File: config.mk
export PLATFORM = sky130hd
export DESIGN_NAME = sld_driver
export DESIGN_NICKNAME = d
export VERILOG_FILES = /design/src/sld_notes_unused.sv /design/src/sld_pkg.sv /design/src/sld_driver.sv /design/src/sld_fifo.sv
export SDC_FILE = /design/constraint.sdc
export NUM_CORES = 1
export LEC_CHECK = 0
export ABC_AREA = 1
export BUFFER_PORTS_ARGS = -buffer_cell sky130_fd_sc_hd__buf_2
export CAP_MARGIN = 20
export CORE_ASPECT_RATIO = 1.1
export CORE_MARGIN = 2
export CORE_UTILIZATION = 61
export CTS_CLUSTER_SIZE = 8
export DETAILED_ROUTE_END_ITERATION = 7
export GPL_TIMING_DRIVEN = 0
export PLACE_DENSITY = 0.79
export REMOVE_ABC_BUFFERS = 1
export SETUP_SLACK_MARGIN = 0.1
export SLEW_MARGIN = 20
export SYNTH_ARGS = -nofsm -noshare
export SYNTH_HDL_FRONTEND = slang
export SYNTH_SLANG_ARGS = --single-unit
File: constraint.sdc
create_clock -name clock -period 2.05 [get_ports clock]
set_input_delay 0.205 -clock clock [delete_from_list [all_inputs] [get_ports clock]]
set_output_delay 0.205 -clock clock [all_outputs]
set_load 0.05 [all_outputs]
File: src/sld_notes_unused.sv
/*
  Intentionally empty.
*/

File: src/sld_pkg.sv
/*
  Constants shared by the serial-in latched driver and its bit FIFO.
  Assumes a single 100 MHz system clock; all pin times are converted to cycles here.
*/
package sld_pkg;
  localparam int SLD_STAGES = 8;
  localparam int SLD_FIFO_DEPTH = 32;
  localparam int SLD_FIFO_WIDTH = 1;
  localparam int SLD_CLK_MHZ = 100;
  localparam int SLD_SYNC_STAGES = 2;
  localparam int SLD_CNT_W = 8;

  // Pin timing minimums in ns
  localparam int SLD_SETUP_NS = 75;
  localparam int SLD_HOLD_NS = 75;
  localparam int SLD_CLK_WIDTH_NS = 150;
  localparam int SLD_CLK_TO_STB_NS = 300;
  localparam int SLD_STB_WIDTH_NS = 100;

  // Least times round up to whole cycles
  localparam logic [SLD_CNT_W-1:0] SLD_SETUP_CYC =
    SLD_CNT_W'((SLD_SETUP_NS * SLD_CLK_MHZ + 999) / 1000);
  localparam logic [SLD_CNT_W-1:0] SLD_HOLD_CYC =
    SLD_CNT_W'((SLD_HOLD_NS * SLD_CLK_MHZ + 999) / 1000);
  localparam logic [SLD_CNT_W-1:0] SLD_CLK_WIDTH_CYC =
    SLD_CNT_W'((SLD_CLK_WIDTH_NS * SLD_CLK_MHZ + 999) / 1000);
  localparam logic [SLD_CNT_W-1:0] SLD_CLK_TO_STB_CYC =
    SLD_CNT_W'((SLD_CLK_TO_STB_NS * SLD_CLK_MHZ + 999) / 1000);
  localparam logic [SLD_CNT_W-1:0] SLD_STB_WIDTH_CYC =
    SLD_CNT_W'((SLD_STB_WIDTH_NS * SLD_CLK_MHZ + 999) / 1000);

  localparam logic [SLD_CNT_W-1:0] SLD_CNT_MAX = 8'hff;
  localparam logic [SLD_STAGES-1:0] SLD_STAGES_RESET = 8'h00;

  // Pin bit positions inside the synchroniser vector
  localparam int SLD_PIN_DATA = 0;
  localparam int SLD_PIN_SCLK = 1;
  localparam int SLD_PIN_STB = 2;
  localparam int SLD_PIN_OE_N = 3;
  localparam int SLD_PINS = 4;
endpackage

File: src/sld_driver.sv
/*
  Eight-stage serial-in shift register, transparent output latches and
  output blanking, sampled from host pins on the 100 MHz system clock.
  Assumes the four host pins are asynchronous to clock and that the host
  shift clock runs far slower than clock. Captured bits pass a 32-entry FIFO
  before the shift stages so a user-side hold can stall shifting.
*/
`timescale 1ns/1ps

module sld_driver
  import sld_pkg::*;
(
  // Clock and reset
  input wire logic clock,
  input wire logic reset,
  // Host pins
  input wire logic serial_in,
  input wire logic shift_clock,
  input wire logic strobe,
  input wire logic output_enable_n,
  // Driver outputs
  output logic [SLD_STAGES-1:0] drive_out,
  output logic serial_out,
  // User-side flow control
  input wire logic shift_hold,
  output logic capture_ready,
  // Status
  output logic overrun,
  output logic setup_violation,
  output logic hold_violation,
  output logic clock_width_violation,
  output logic strobe_spacing_violation,
  output logic strobe_width_violation
);
  logic [SLD_PINS-1:0] sync_a;
  logic [SLD_PINS-1:0] sync_b;
  logic [SLD_PINS-1:0] pin_prev;
  logic data_s;
  logic sclk_s;
  logic stb_s;
  logic oe_n_s;
  logic sclk_rise;
  logic sclk_fall;
  logic stb_rise;
  logic stb_fall;
  logic data_change;

  logic [SLD_CNT_W-1:0] data_age;
  logic [SLD_CNT_W-1:0] since_rise;
  logic [SLD_CNT_W-1:0] sclk_high;
  logic [SLD_CNT_W-1:0] stb_high;
  logic hold_watch;

  logic fifo_in_ready;
  logic fifo_out_valid;
  logic fifo_out_ready;
  logic [SLD_FIFO_WIDTH-1:0] fifo_out_data;
  logic shift_step;

  logic [SLD_STAGES-1:0] shift_reg;
  logic [SLD_STAGES-1:0] latch_reg;

  // Two-flop synchronisers, one per host pin
  genvar gi;
  generate
    for (gi = 0; gi < SLD_PINS; gi++) begin : g_sync
      always_ff @(posedge clock) begin
        if (reset) begin
          sync_a[gi] <= 1'b0;
          sync_b[gi] <= 1'b0;
          pin_prev[gi] <= 1'b0;
        end else begin
          sync_a[gi] <= (gi == SLD_PIN_DATA) ? serial_in :
                        (gi == SLD_PIN_SCLK) ? shift_clock :
                        (gi == SLD_PIN_STB) ? strobe : output_enable_n;
          sync_b[gi] <= sync_a[gi];
          pin_prev[gi] <= sync_b[gi];
        end
      end
    end
  endgenerate

  assign data_s = sync_b[SLD_PIN_DATA];
  assign sclk_s = sync_b[SLD_PIN_SCLK];
  assign stb_s = sync_b[SLD_PIN_STB];
  assign oe_n_s = sync_b[SLD_PIN_OE_N];
  assign sclk_rise = sclk_s && !pin_prev[SLD_PIN_SCLK];
  assign sclk_fall = !sclk_s && pin_prev[SLD_PIN_SCLK];
  assign stb_rise = stb_s && !pin_prev[SLD_PIN_STB];
  assign stb_fall = !stb_s && pin_prev[SLD_PIN_STB];
  assign data_change = data_s != pin_prev[SLD_PIN_DATA];

  // Cycles since serial data last changed
  always_ff @(posedge clock) begin
    if (reset) begin
      data_age <= SLD_CNT_MAX;
    end else if (data_change) begin
      data_age <= '0;
    end else if (data_age != SLD_CNT_MAX) begin
      data_age <= data_age + 1'b1;
    end
  end

  // Cycles since the last rising shift-clock edge
  always_ff @(posedge clock) begin
    if (reset) begin
      since_rise <= SLD_CNT_MAX;
    end else if (sclk_rise) begin
      since_rise <= '0;
    end else if (since_rise != SLD_CNT_MAX) begin
      since_rise <= since_rise + 1'b1;
    end
  end

  // Shift-clock high time
  always_ff @(posedge clock) begin
    if (reset) begin
      sclk_high <= '0;
    end else if (sclk_rise) begin
      sclk_high <= 8'h01;
    end else if (sclk_s && sclk_high != SLD_CNT_MAX) begin
      sclk_high <= sclk_high + 1'b1;
    end
  end

  // Strobe high time
  always_ff @(posedge clock) begin
    if (reset) begin
      stb_high <= '0;
    end else if (stb_rise) begin
      stb_high <= 8'h01;
    end else if (stb_s && stb_high != SLD_CNT_MAX) begin
      stb_high <= stb_high + 1'b1;
    end
  end

  // Data must settle before the capturing edge
  always_ff @(posedge clock) begin
    if (reset) begin
      setup_violation <= 1'b0;
    end else if (sclk_rise && (data_change || data_age < SLD_SETUP_CYC)) begin
      setup_violation <= 1'b1;
    end
  end

  // Data must stay put for a while after the edge
  always_ff @(posedge clock) begin
    if (reset) begin
      hold_watch <= 1'b0;
    end else if (sclk_rise) begin
      hold_watch <= 1'b1;
    end else if (since_rise >= SLD_HOLD_CYC) begin
      hold_watch <= 1'b0;
    end
  end

  always_ff @(posedge clock) begin
    if (reset) begin
      hold_violation <= 1'b0;
    end else if (hold_watch && data_change && since_rise < SLD_HOLD_CYC) begin
      hold_violation <= 1'b1;
    end
  end

  always_ff @(posedge clock) begin
    if (reset) begin
      clock_width_violation <= 1'b0;
    end else if (sclk_fall && sclk_high < SLD_CLK_WIDTH_CYC) begin
      clock_width_violation <= 1'b1;
    end
  end

  always_ff @(posedge clock) begin
    if (reset) begin
      strobe_spacing_violation <= 1'b0;
    end else if (stb_rise && since_rise < SLD_CLK_TO_STB_CYC) begin
      strobe_spacing_violation <= 1'b1;
    end
  end

  always_ff @(posedge clock) begin
    if (reset) begin
      strobe_width_violation <= 1'b0;
    end else if (stb_fall && stb_high < SLD_STB_WIDTH_CYC) begin
      strobe_width_violation <= 1'b1;
    end
  end

  // Bit lost when an edge finds the FIFO full
  always_ff @(posedge clock) begin
    if (reset) begin
      overrun <= 1'b0;
    end else if (sclk_rise && !fifo_in_ready) begin
      overrun <= 1'b1;
    end
  end

  assign capture_ready = fifo_in_ready;
  assign fifo_out_ready = !shift_hold;
  assign shift_step = fifo_out_valid && fifo_out_ready;

  sld_fifo #(
    .WIDTH(SLD_FIFO_WIDTH),
    .DEPTH(SLD_FIFO_DEPTH)
  ) u_fifo (
    .clock(clock),
    .reset(reset),
    .in_valid(sclk_rise),
    .in_ready(fifo_in_ready),
    .in_data(data_s),
    .out_valid(fifo_out_valid),
    .out_ready(fifo_out_ready),
    .out_data(fifo_out_data)
  );

  // Shift register, stage 0 first, last stage feeds the cascade pin
  always_ff @(posedge clock) begin
    if (reset) begin
      shift_reg <= SLD_STAGES_RESET;
    end else if (shift_step) begin
      shift_reg <= {shift_reg[SLD_STAGES-2:0], fifo_out_data[0]};
    end
  end

  // Transparent latches while strobe is high
  always_ff @(posedge clock) begin
    if (reset) begin
      latch_reg <= SLD_STAGES_RESET;
    end else if (stb_s) begin
      latch_reg <= shift_reg;
    end
  end

  // Output blanking
  always_ff @(posedge clock) begin
    if (reset) begin
      drive_out <= SLD_STAGES_RESET;
    end else if (oe_n_s) begin
      drive_out <= SLD_STAGES_RESET;
    end else begin
      drive_out <= latch_reg;
    end
  end

  always_ff @(posedge clock) begin
    if (reset) begin
      serial_out <= 1'b0;
    end else begin
      serial_out <= shift_reg[SLD_STAGES-1];
    end
  end
endmodule

File: src/sld_fifo.sv
/*
  Synchronous FIFO with valid/ready on both sides.
  Assumes one clock and a synchronous active-high reset.
*/
`timescale 1ns/1ps
module sld_fifo #(
  parameter int WIDTH = 1,
  parameter int DEPTH = 32
) (
  // Clock and reset
  input wire logic clock,
  input wire logic reset,
  // Fill side
  input wire logic in_valid,
  output logic in_ready,
  input wire logic [WIDTH-1:0] in_data,
  // Drain side
  output logic out_valid,
  input wire logic out_ready,
  output logic [WIDTH-1:0] out_data
);
  localparam int AW = $clog2(DEPTH);

  logic [WIDTH-1:0] mem [DEPTH];
  logic [AW:0] wr_ptr;
  logic [AW:0] rd_ptr;
  logic full;
  logic empty;
  logic push;
  logic pop;

  assign full = (wr_ptr[AW] != rd_ptr[AW]) && (wr_ptr[AW-1:0] == rd_ptr[AW-1:0]);
  assign empty = (wr_ptr == rd_ptr);
  assign in_ready = !full;
  assign out_valid = !empty;
  assign out_data = mem[rd_ptr[AW-1:0]];
  assign push = in_valid && !full;
  assign pop = out_ready && !empty;

  always_ff @(posedge clock) begin
    if (push) begin
      mem[wr_ptr[AW-1:0]] <= in_data;
    end
  end

  always_ff @(posedge clock) begin
    if (reset) begin
      wr_ptr <= '0;
    end else if (push) begin
      wr_ptr <= wr_ptr + 1'b1;
    end
  end

  always_ff @(posedge clock) begin
    if (reset) begin
      rd_ptr <= '0;
    end else if (pop) begin
      rd_ptr <= rd_ptr + 1'b1;
    end
  end
endmodule

# Yosys cells after proc, flatten, opt, wreduce, memory -nomap -nowiden
# Memories as Yosys holds them, arrays and structs flattened. A register that Yosys moved wholly into a read port is not among the register bits.
# Cells that the tools add are included.
op_classes:
  n_mux: 12
  n_lt_le_gt_ge: 6
  n_eq_ne: 8
  n_reduce_logical: 32
  addsub: 6
ops:
  columns: ["op", "n"]
  rows:
  - ["$add 8x1->8 const B", 4]
  - ["$lt 8x4->1 const B", 4]
  - ["$mux 8", 4]
  - ["$ne 8x8->1 const B", 4]
  - ["$logic_and 1x1->1", 16]
  - ["$add 6x1->6 const B", 2]
  - ["$reduce_bool 2->1", 5]
  - ["$ge 8x4->1 const B", 1]
  - ["$lt 8x5->1 const B", 1]
  - ["$mux 1", 8]
  - ["$logic_not 1->1", 7]
  - ["$eq 6x6->1", 1]
  - ["$reduce_or 2->1", 3]
  - ["$eq 5x5->1", 1]
  - ["$ne 1x1->1", 2]
  - ["$logic_or 1x1->1", 1]
word_totals:
  mem_bits_rw: 32
  in_bits: 7
  memories: 1
  reg_bits: 87
  elab_cells: 95
  output_inout_bits: 16
mem_list:
  columns: ["name", "words", "word_bits", "read_ports", "rd_ports_with_merged_regs", "wr", "line", "source"]
  rows:
  - ["u_fifo.mem", 32, 1, 1, 1, 1, "sld_fifo.sv:24", "logic [WIDTH-1:0] mem [DEPTH];"]

# Longest topological paths before layout
# Gate-level depths: netlist of run 1.
depth:
  word_depth: 6
  mapped_depth: 11
  ltp_nobuf: 11

# Hierarchy
# Synthesis of run 1 repeated with hierarchy kept, for this count alone.
unflattened:
  hier_cells: 709
  area_unflattened_um2: 5639.2
by_module_without_submodules:
  columns: ["mod", "seq_area_each_um2", "cells_per_inst", "area_per_inst_um2", "n_inst"]
  rows:
  - ["sld_driver", 1501.4, 430, 3225.6, 1]
  - ["sld_fifo", 1301.2, 279, 2413.6, 1]

# Least setup slack after synthesis of run 1
# Ideal clock, no wire load.
synth_path:
  path_type: "register to register"
  start: "register u_fifo.wr_ptr[4]"
  end: "memory u_fifo.mem[11], enable pin"
  slack_ns: 0.297
  synth_period_minus_slack_ns: 1.753
  path_buffers: 3
  setup_ns: 0.247
  path_stages_with_launch: 9
  arrival_ns: 1.506
  required_ns: 1.803
  path_cell_list: "dfxtp_1 buf_4 xor2_1 nor3_2 nand3_4 nand2_4 buf_8 buf_6 nor3_1"
synth_between:
  elab_chain_cells: 6
synth_rtl:
  columns: ["element", "line", "source"]
  rows:
  - ["start, declared", "sld_fifo.sv:25", "logic [AW:0] wr_ptr;"]
  - ["start signal, assigned", "sld_fifo.sv:50", "wr_ptr <= wr_ptr + 1'b1;"]
  - ["$eq 5x5->1", "sld_fifo.sv:32", "assign full = (wr_ptr[AW] != rd_ptr[AW]) && (wr_ptr[AW-1:0] == rd_ptr[AW-1:0]);"]
  - ["$logic_and 1x1->1", "sld_fifo.sv:32", null]
  - ["$logic_not 1->1", null, null]
  - ["named net capture_ready", "sld_driver.sv:26", "output logic capture_ready,"]
  - ["$logic_and 1x1->1", "sld_fifo.sv:37", "assign push = in_valid && !full;"]
  - ["$mux 1", "sld_fifo.sv:41", "if (push) begin"]
  - ["$mux 1 (not written as such)", "sld_fifo.sv:42", "mem[wr_ptr[AW-1:0]] <= in_data;"]
  - ["end, declared", "sld_fifo.sv:24", null]
# The timed path passes the listed nets, and every way through them passes these cells.

# Worst setup path in the final report of run 1
layout_path:
  start: "register u_fifo.wr_ptr[3]"
  end: "output capture_ready"
layout_between:
  elab_chain_cells: 3
layout_rtl:
  columns: ["element", "line", "source"]
  rows:
  - ["$eq 5x5->1", "sld_fifo.sv:32", null]
  - ["$logic_and 1x1->1", "sld_fifo.sv:32", null]
  - ["$logic_not 1->1", "sld_fifo.sv:34", "assign in_ready = !full;"]
  - ["end, declared", "sld_driver.sv:26", null]
# No other way between the ends.

==> flow_summary.yaml, run 1 <==
outcome:
  outcome: "completed"
layout:
  largest_reg_flops: 32
  n_antenna_cell: 0
  drive_gt1_share_pct: 14.66
  stdcell_count: 793
  syn_to_final_growth_pct: 16.80
  final_nets: 686
  post-route-util_pct: 73.24
drt:
  first_pass_iters: 8
  wl_um: 10980
  ant_nets: 0
  routedWlPerCell_um: 13.84
  vias_per_cell: 5.569
  drc: 0
  dr_total_vias: 4416
  drtIter0Drc: 282
synthesis:
  synth_area_leaders: "dfxtp_1, edfxtp_1, nand2_1"
  syn_avg_cell_area_um2: 8.238
  synth_ff_type: "dfxtp_1"
  yosysTopAreaCellShare_pct: 33.03
  ys_seq_elements: 119
  synth_most_common_cell: "nand2_1"
  yosys.area.top_type: "dfxtp_1"
  synthTopCellsByCount: "nand2_1, dfxtp_1, nor2_1"
  synth.yosys.warnings: 0
  syn_inst: 640
  ys_seq_area_share_pct: 51.26
  synth_edf_count: 32
  async_flop_share_pct: 0
  netlist_area_um2: 5273
  netlist-cell-type-count: 41
sta:
  clock.fmax_mhz: 524.9
  final_hold_viol_count: 0
  fin_worst_skew_ns: 0.01164
  postLayoutSetupSlackWorst_ns: 0.1447
  period_share_pct: 92.94
  period_needed_ns: 1.905
  slew_headroom_pct: 44.81
  totalNegativeSetupSlack_ns: 0
  tightest_slew_ns: 0.8270
  slew_viol_final: 0
  setup_viol: 0
  rsz0062_at_grt: "yes"
worst_setup_path:
  path_class: "flop to primary output"
  worstPathRequired_ns: 1.85
  startpoint_type: "flop"
  cp.arrival_ns: 1.70
  critPathMaxFanout: 7
  worstReg2RegStart: "sclk_high[0]$_SDFFE_PP0P_"
  critPathLaunch: "u_fifo.wr_ptr[3]$_SDFFE_PP0P_"
  endpoint_kind: "primary output"
floorplanning:
  io_pins: 23
  rows: 35
  start_util_pct: 62.71
  die_h_um: 101.5
  dieArea_um2: 9404
  die_x_um: 92.65
  core-area_um2: 8408
placement:
  place_inst: 750
  port_buffers: 22
  place.gp.congestion: 0.8353
  hpwl_um: 6533
  place_ws_ns: -0.4143
power_and_ir_drop:
  ir_worst_vdd_mv: 0.5255
  p_per_area_nw_per_um2: 1122
  power.leakage_nw: 2.537
cts:
  clock-sinks: 119
  clockBufferDepth: 2
  clk-insertion-delay-late_ns: 0.51
  cts_root_buf: "clkbuf_8"
  cts_buffers: 17
  path_clk_slew_ns: 0.06
  cts_tree: "done"
  htreeDepth: 4
flow_run:
  cap_viol_max_count: 0
worst_hold_path:
  hold_path_class: "input port to flop"
  holdCritStartpoint: "shift_hold"
global_route:
  antenna_found_initial: 0
  grt_max_degree: 39
  grt_overflow: 0
  grtUsageTotal_pct: 23.47
  grt_pass1_vias: 3885
  grt_pass1_wl_um: 17240
==> report_power, final <==
group | leakage [nW] | internal [mW] | switching, mW | total (mW)
registers | 1.01 | 2.62 | 0.192 | 2.81
clock network | 0.312 | 2.02 | 1.05 | 3.07
logic | 1.21 | 0.359 | 0.670 | 1.03
total | 2.54 | 5.00 | 1.91 | 6.91
==> worst max-delay path, stage by stage, from the launching register on <==
cell	delay [ns]
dfxtp_2	0.37
xor2_1	0.20
nor3_2	0.25
nand3_4	0.17
buf_8	0.19
==> cell families (layout without fill, tap and decap cells) <==
group	Yosys count	count (layout)	share of synthesized area, %
AO/OA/AOI/OAI	98	98	10.58
XOR/XNOR	16	16	2.658
adder cells (fa/ha/maj)	10	10	2.373
buffers and inverters	102	144	8.424
flip-flops	119	119	51.26
AND/OR/NAND/NOR	295	295	24.70
==> worst paths after layout <==
path / endpoint / cells after the start / slack, ns
setup / recovery: capture_ready / 4 / 0.14
hold reg to reg: data_s$_SDFF_PP0_ / 2 / 0.40
hold / removal: u_fifo.rd_ptr[1]$_SDFFE_PP0P_ / 4 / 0.21
setup reg to reg: sclk_high[2]$_SDFFE_PP0P_ / 9 / 0.23
==> stage by stage <==
stage                     hold slack (ns)  power (mW)  instance area, um^2
after floorplan                    0.2674       3.544                 5125
after global placement             0.3906       3.730                 5374
after detailed placement           0.3992       3.778                 5374
after CTS                          0.1808       6.860                 6080
after global routing               0.2101       7.219                 6158
final                              0.2084       6.910                 6158
==> area by class of cell <==
type | instances | area [um^2]
clock buffer | 24 | 526.8
clock inverter | 8 | 105.1
fill | 615 | 2250
inverter | 79 | 311.5
multi-input combinational | 419 | 2141
sequential | 119 | 2723
tap | 111 | 138.9
timing repair buffer | 33 | 212.7
==> per-layer routing <==
metal,global-route usage [%],wire (um),vias up
li1,-,-,2168
met2,41.61,5593,145
met1,27.34,4577,2079
met3,6.622,611,24
met5,0,0,-
met4,8.597,193,0
==> placed cells by master, fill, tap and decap left out, types with 5 or more instances in the layout <==
cell type  Yosys  routed
a21oi_1       39      39
a21oi_2        8       8
buf_2          4      21
buf_4          2       7
clkbuf_16      0      18
clkbuf_8       0       5
dfxtp_1       87      77
dfxtp_2        0       7
edfxtp_1      32      32
ha_1          10      10
inv_1         70      69
nand2_1      106     106
nand2_2        7       7
nand3_1       42      42
nand4_1       11      11
nor2_1        83      82
nor3_1        34      34
o21ai_0       36      36
xor2_1        11      11
==> what timing repair did <==
action,CTS,global route
setup buffers,0,7
setup endpoints to repair,67,34
pin swaps,0,2
hold endpoints to repair,4,0
hold buffers,4,0
resized for setup,16,9
Note: power is estimated with default switching activity, not from simulation.
==> run 2, diff against run 1 <==
--- a/config.mk
+++ b/config.mk
@@ -13,7 +13,6 @@
 export CORE_UTILIZATION = 61
 export CTS_CLUSTER_SIZE = 8
 export DETAILED_ROUTE_END_ITERATION = 7
-export GPL_TIMING_DRIVEN = 0
 export PLACE_DENSITY = 0.79
 export REMOVE_ABC_BUFFERS = 1
 export SETUP_SLACK_MARGIN = 0.1
==> flow_summary.yaml, run 2 (synthesized netlist as in run 1, its figures left out) <==
outcome:
  outcome: "completed"
sta:
  whs_ns: 0.03976
  rsz0062_at_grt: "yes"
  clock.fmax_mhz: 529.5
  setup_viol: 0
  period_share_pct: 92.12
  slew_headroom_pct: 72.05
  totalNegativeSetupSlack_ns: 0
  period_needed_ns: 1.888
  slew_viol_final: 0
  final_hold_viol_count: 0
  fin_worst_skew_ns: 0.01024
  postLayoutSetupSlackWorst_ns: 0.1615
  tightest_slew_ns: 0.4188
placement:
  place.gp.congestion: 0.8936
  place_inst: 762
  hpwl_um: 6940
  placed_cell_area_um2: 5464
  port_buffers: 22
  place_ws_ns: 0.2659
cts:
  cts_root_buf: "clkbuf_8"
  clock-sinks: 119
  clk-insertion-delay-late_ns: 0.51
  htreeDepth: 4
  clockBufferDepth: 2
  cts_buffers: 17
  cts_tree: "done"
  path_clk_slew_ns: 0.05
layout:
  syn_to_final_growth_pct: 15.33
  n_antenna_cell: 0
  stdcell_count: 799
  final_common_cell: "nand2_1"
  largest_reg_flops: 32
  final_cell_area_um2: 6081
  final_nets: 693
  drive_gt1_share_pct: 14.10
  most-common-layout-cells: "nand2_1, nor2_1, dfxtp_1"
  post-route-util_pct: 72.32
flow_run:
  cap_viol_max_count: 0
worst_setup_path:
  path_class: "flop to primary output"
  worst_path_max_delay_cell: "dfxtp_1"
  startpoint_type: "flop"
  cp.arrival_ns: 1.68
  max_stage_delay_ns: 0.48
  critPathMaxFanout: 9
  endpoint_kind: "primary output"
  path_cells: "nand2_1 > a21oi_2 > nand3_4 > buf_6"
  worstPathRequired_ns: 1.85
floorplanning:
  dieArea_um2: 9404
  rows: 35
  die_x_um: 92.65
  core-area_um2: 8408
  io_pins: 23
  start_util_pct: 62.71
  die_h_um: 101.5
power_and_ir_drop:
  ir_worst_vdd_mv: 0.6054
  finalPower_mw: 6.553
  p_per_area_nw_per_um2: 1078
  power.leakage_nw: 2.521
global_route:
  antenna_found_initial: 0
  grt_pass1_vias: 3997
  grt_overflow: 0
  grt_pass1_wl_um: 17500
  grtUsageTotal_pct: 23.76
  grt_max_degree: 39
drt:
  drtIter0Drc: 254
  first_pass_iters: 5
  dr_total_vias: 4291
  routedWlPerCell_um: 13.47
  wl_um: 10760
  ant_nets: 0
  vias_per_cell: 5.370
  drc: 0
worst_hold_path:
  hold_path_class: "input port to flop"
## run 2: cell count changes in the layout (fill, tap and decap cells not counted), sizes merged
cell,before,now
buf,29,36
bufinv,2,1
clkbuf,24,23
inv,76,77
## run 2: metal layers
| layer | part of all wire, % | track usage [%] |
|---|---|---|
| met1 | 45 | 28.21 |
| met2 | 49 | 41.49 |
| met5 | 0 | 0 |
| met3 | 4.6 | 6.696 |
| met4 | 1.2 | 8.710 |
## run 2: final timing paths
path                                    to                     startpoint  cells after the start  slack (ns)
setup / recovery             capture_ready  u_fifo.wr_ptr[0]$_SDFFE_PP0P_                      4        0.16
hold reg to reg          sclk_s$_SDFF_PP0_           sync_a[1]$_SDFF_PP0_                      2        0.40
setup reg to reg  stb_high[3]$_SDFFE_PP0P_       stb_high[1]$_SDFFE_PP0P_                      8        0.28
hold / removal        sync_a[1]$_SDFF_PP0_                          reset                      2        0.04
## run 2: power breakdown
part	leakage [nW]	internal (mW)	switching [mW]
Sequential	1.01	2.62	0.171
Clock	0.273	1.73	0.988
Combinational	1.24	0.376	0.675
Total	2.52	4.72	1.83
## run 2: final cells by class
type / count / area, um^2
fill: 625 / 2327
clock buffer: 23 / 478.0
sequential: 119 / 2710
inverter: 79 / 296.5
timing repair buffer: 40 / 261.5
clock inverter: 8 / 70.07
multi-input combinational: 419 / 2126
tap: 111 / 138.9
## run 2: critical path: cells and delay by family (launching register included)
kind / cells / cell delay [ns]
AO/OA/AOI/OAI: 1 / 0.21
flip-flops: 1 / 0.48
AND/OR/NAND/NOR: 2 / 0.28
buffers and inverters: 1 / 0.20
## run 2: repair_timing
action	in CTS	in global routing
pin swaps	0	3
setup buffers	0	2
setup endpoints to repair	1	3
endpoints found under the hold margin	4	0
gates resized for setup	7	2
hold buffers	4	0
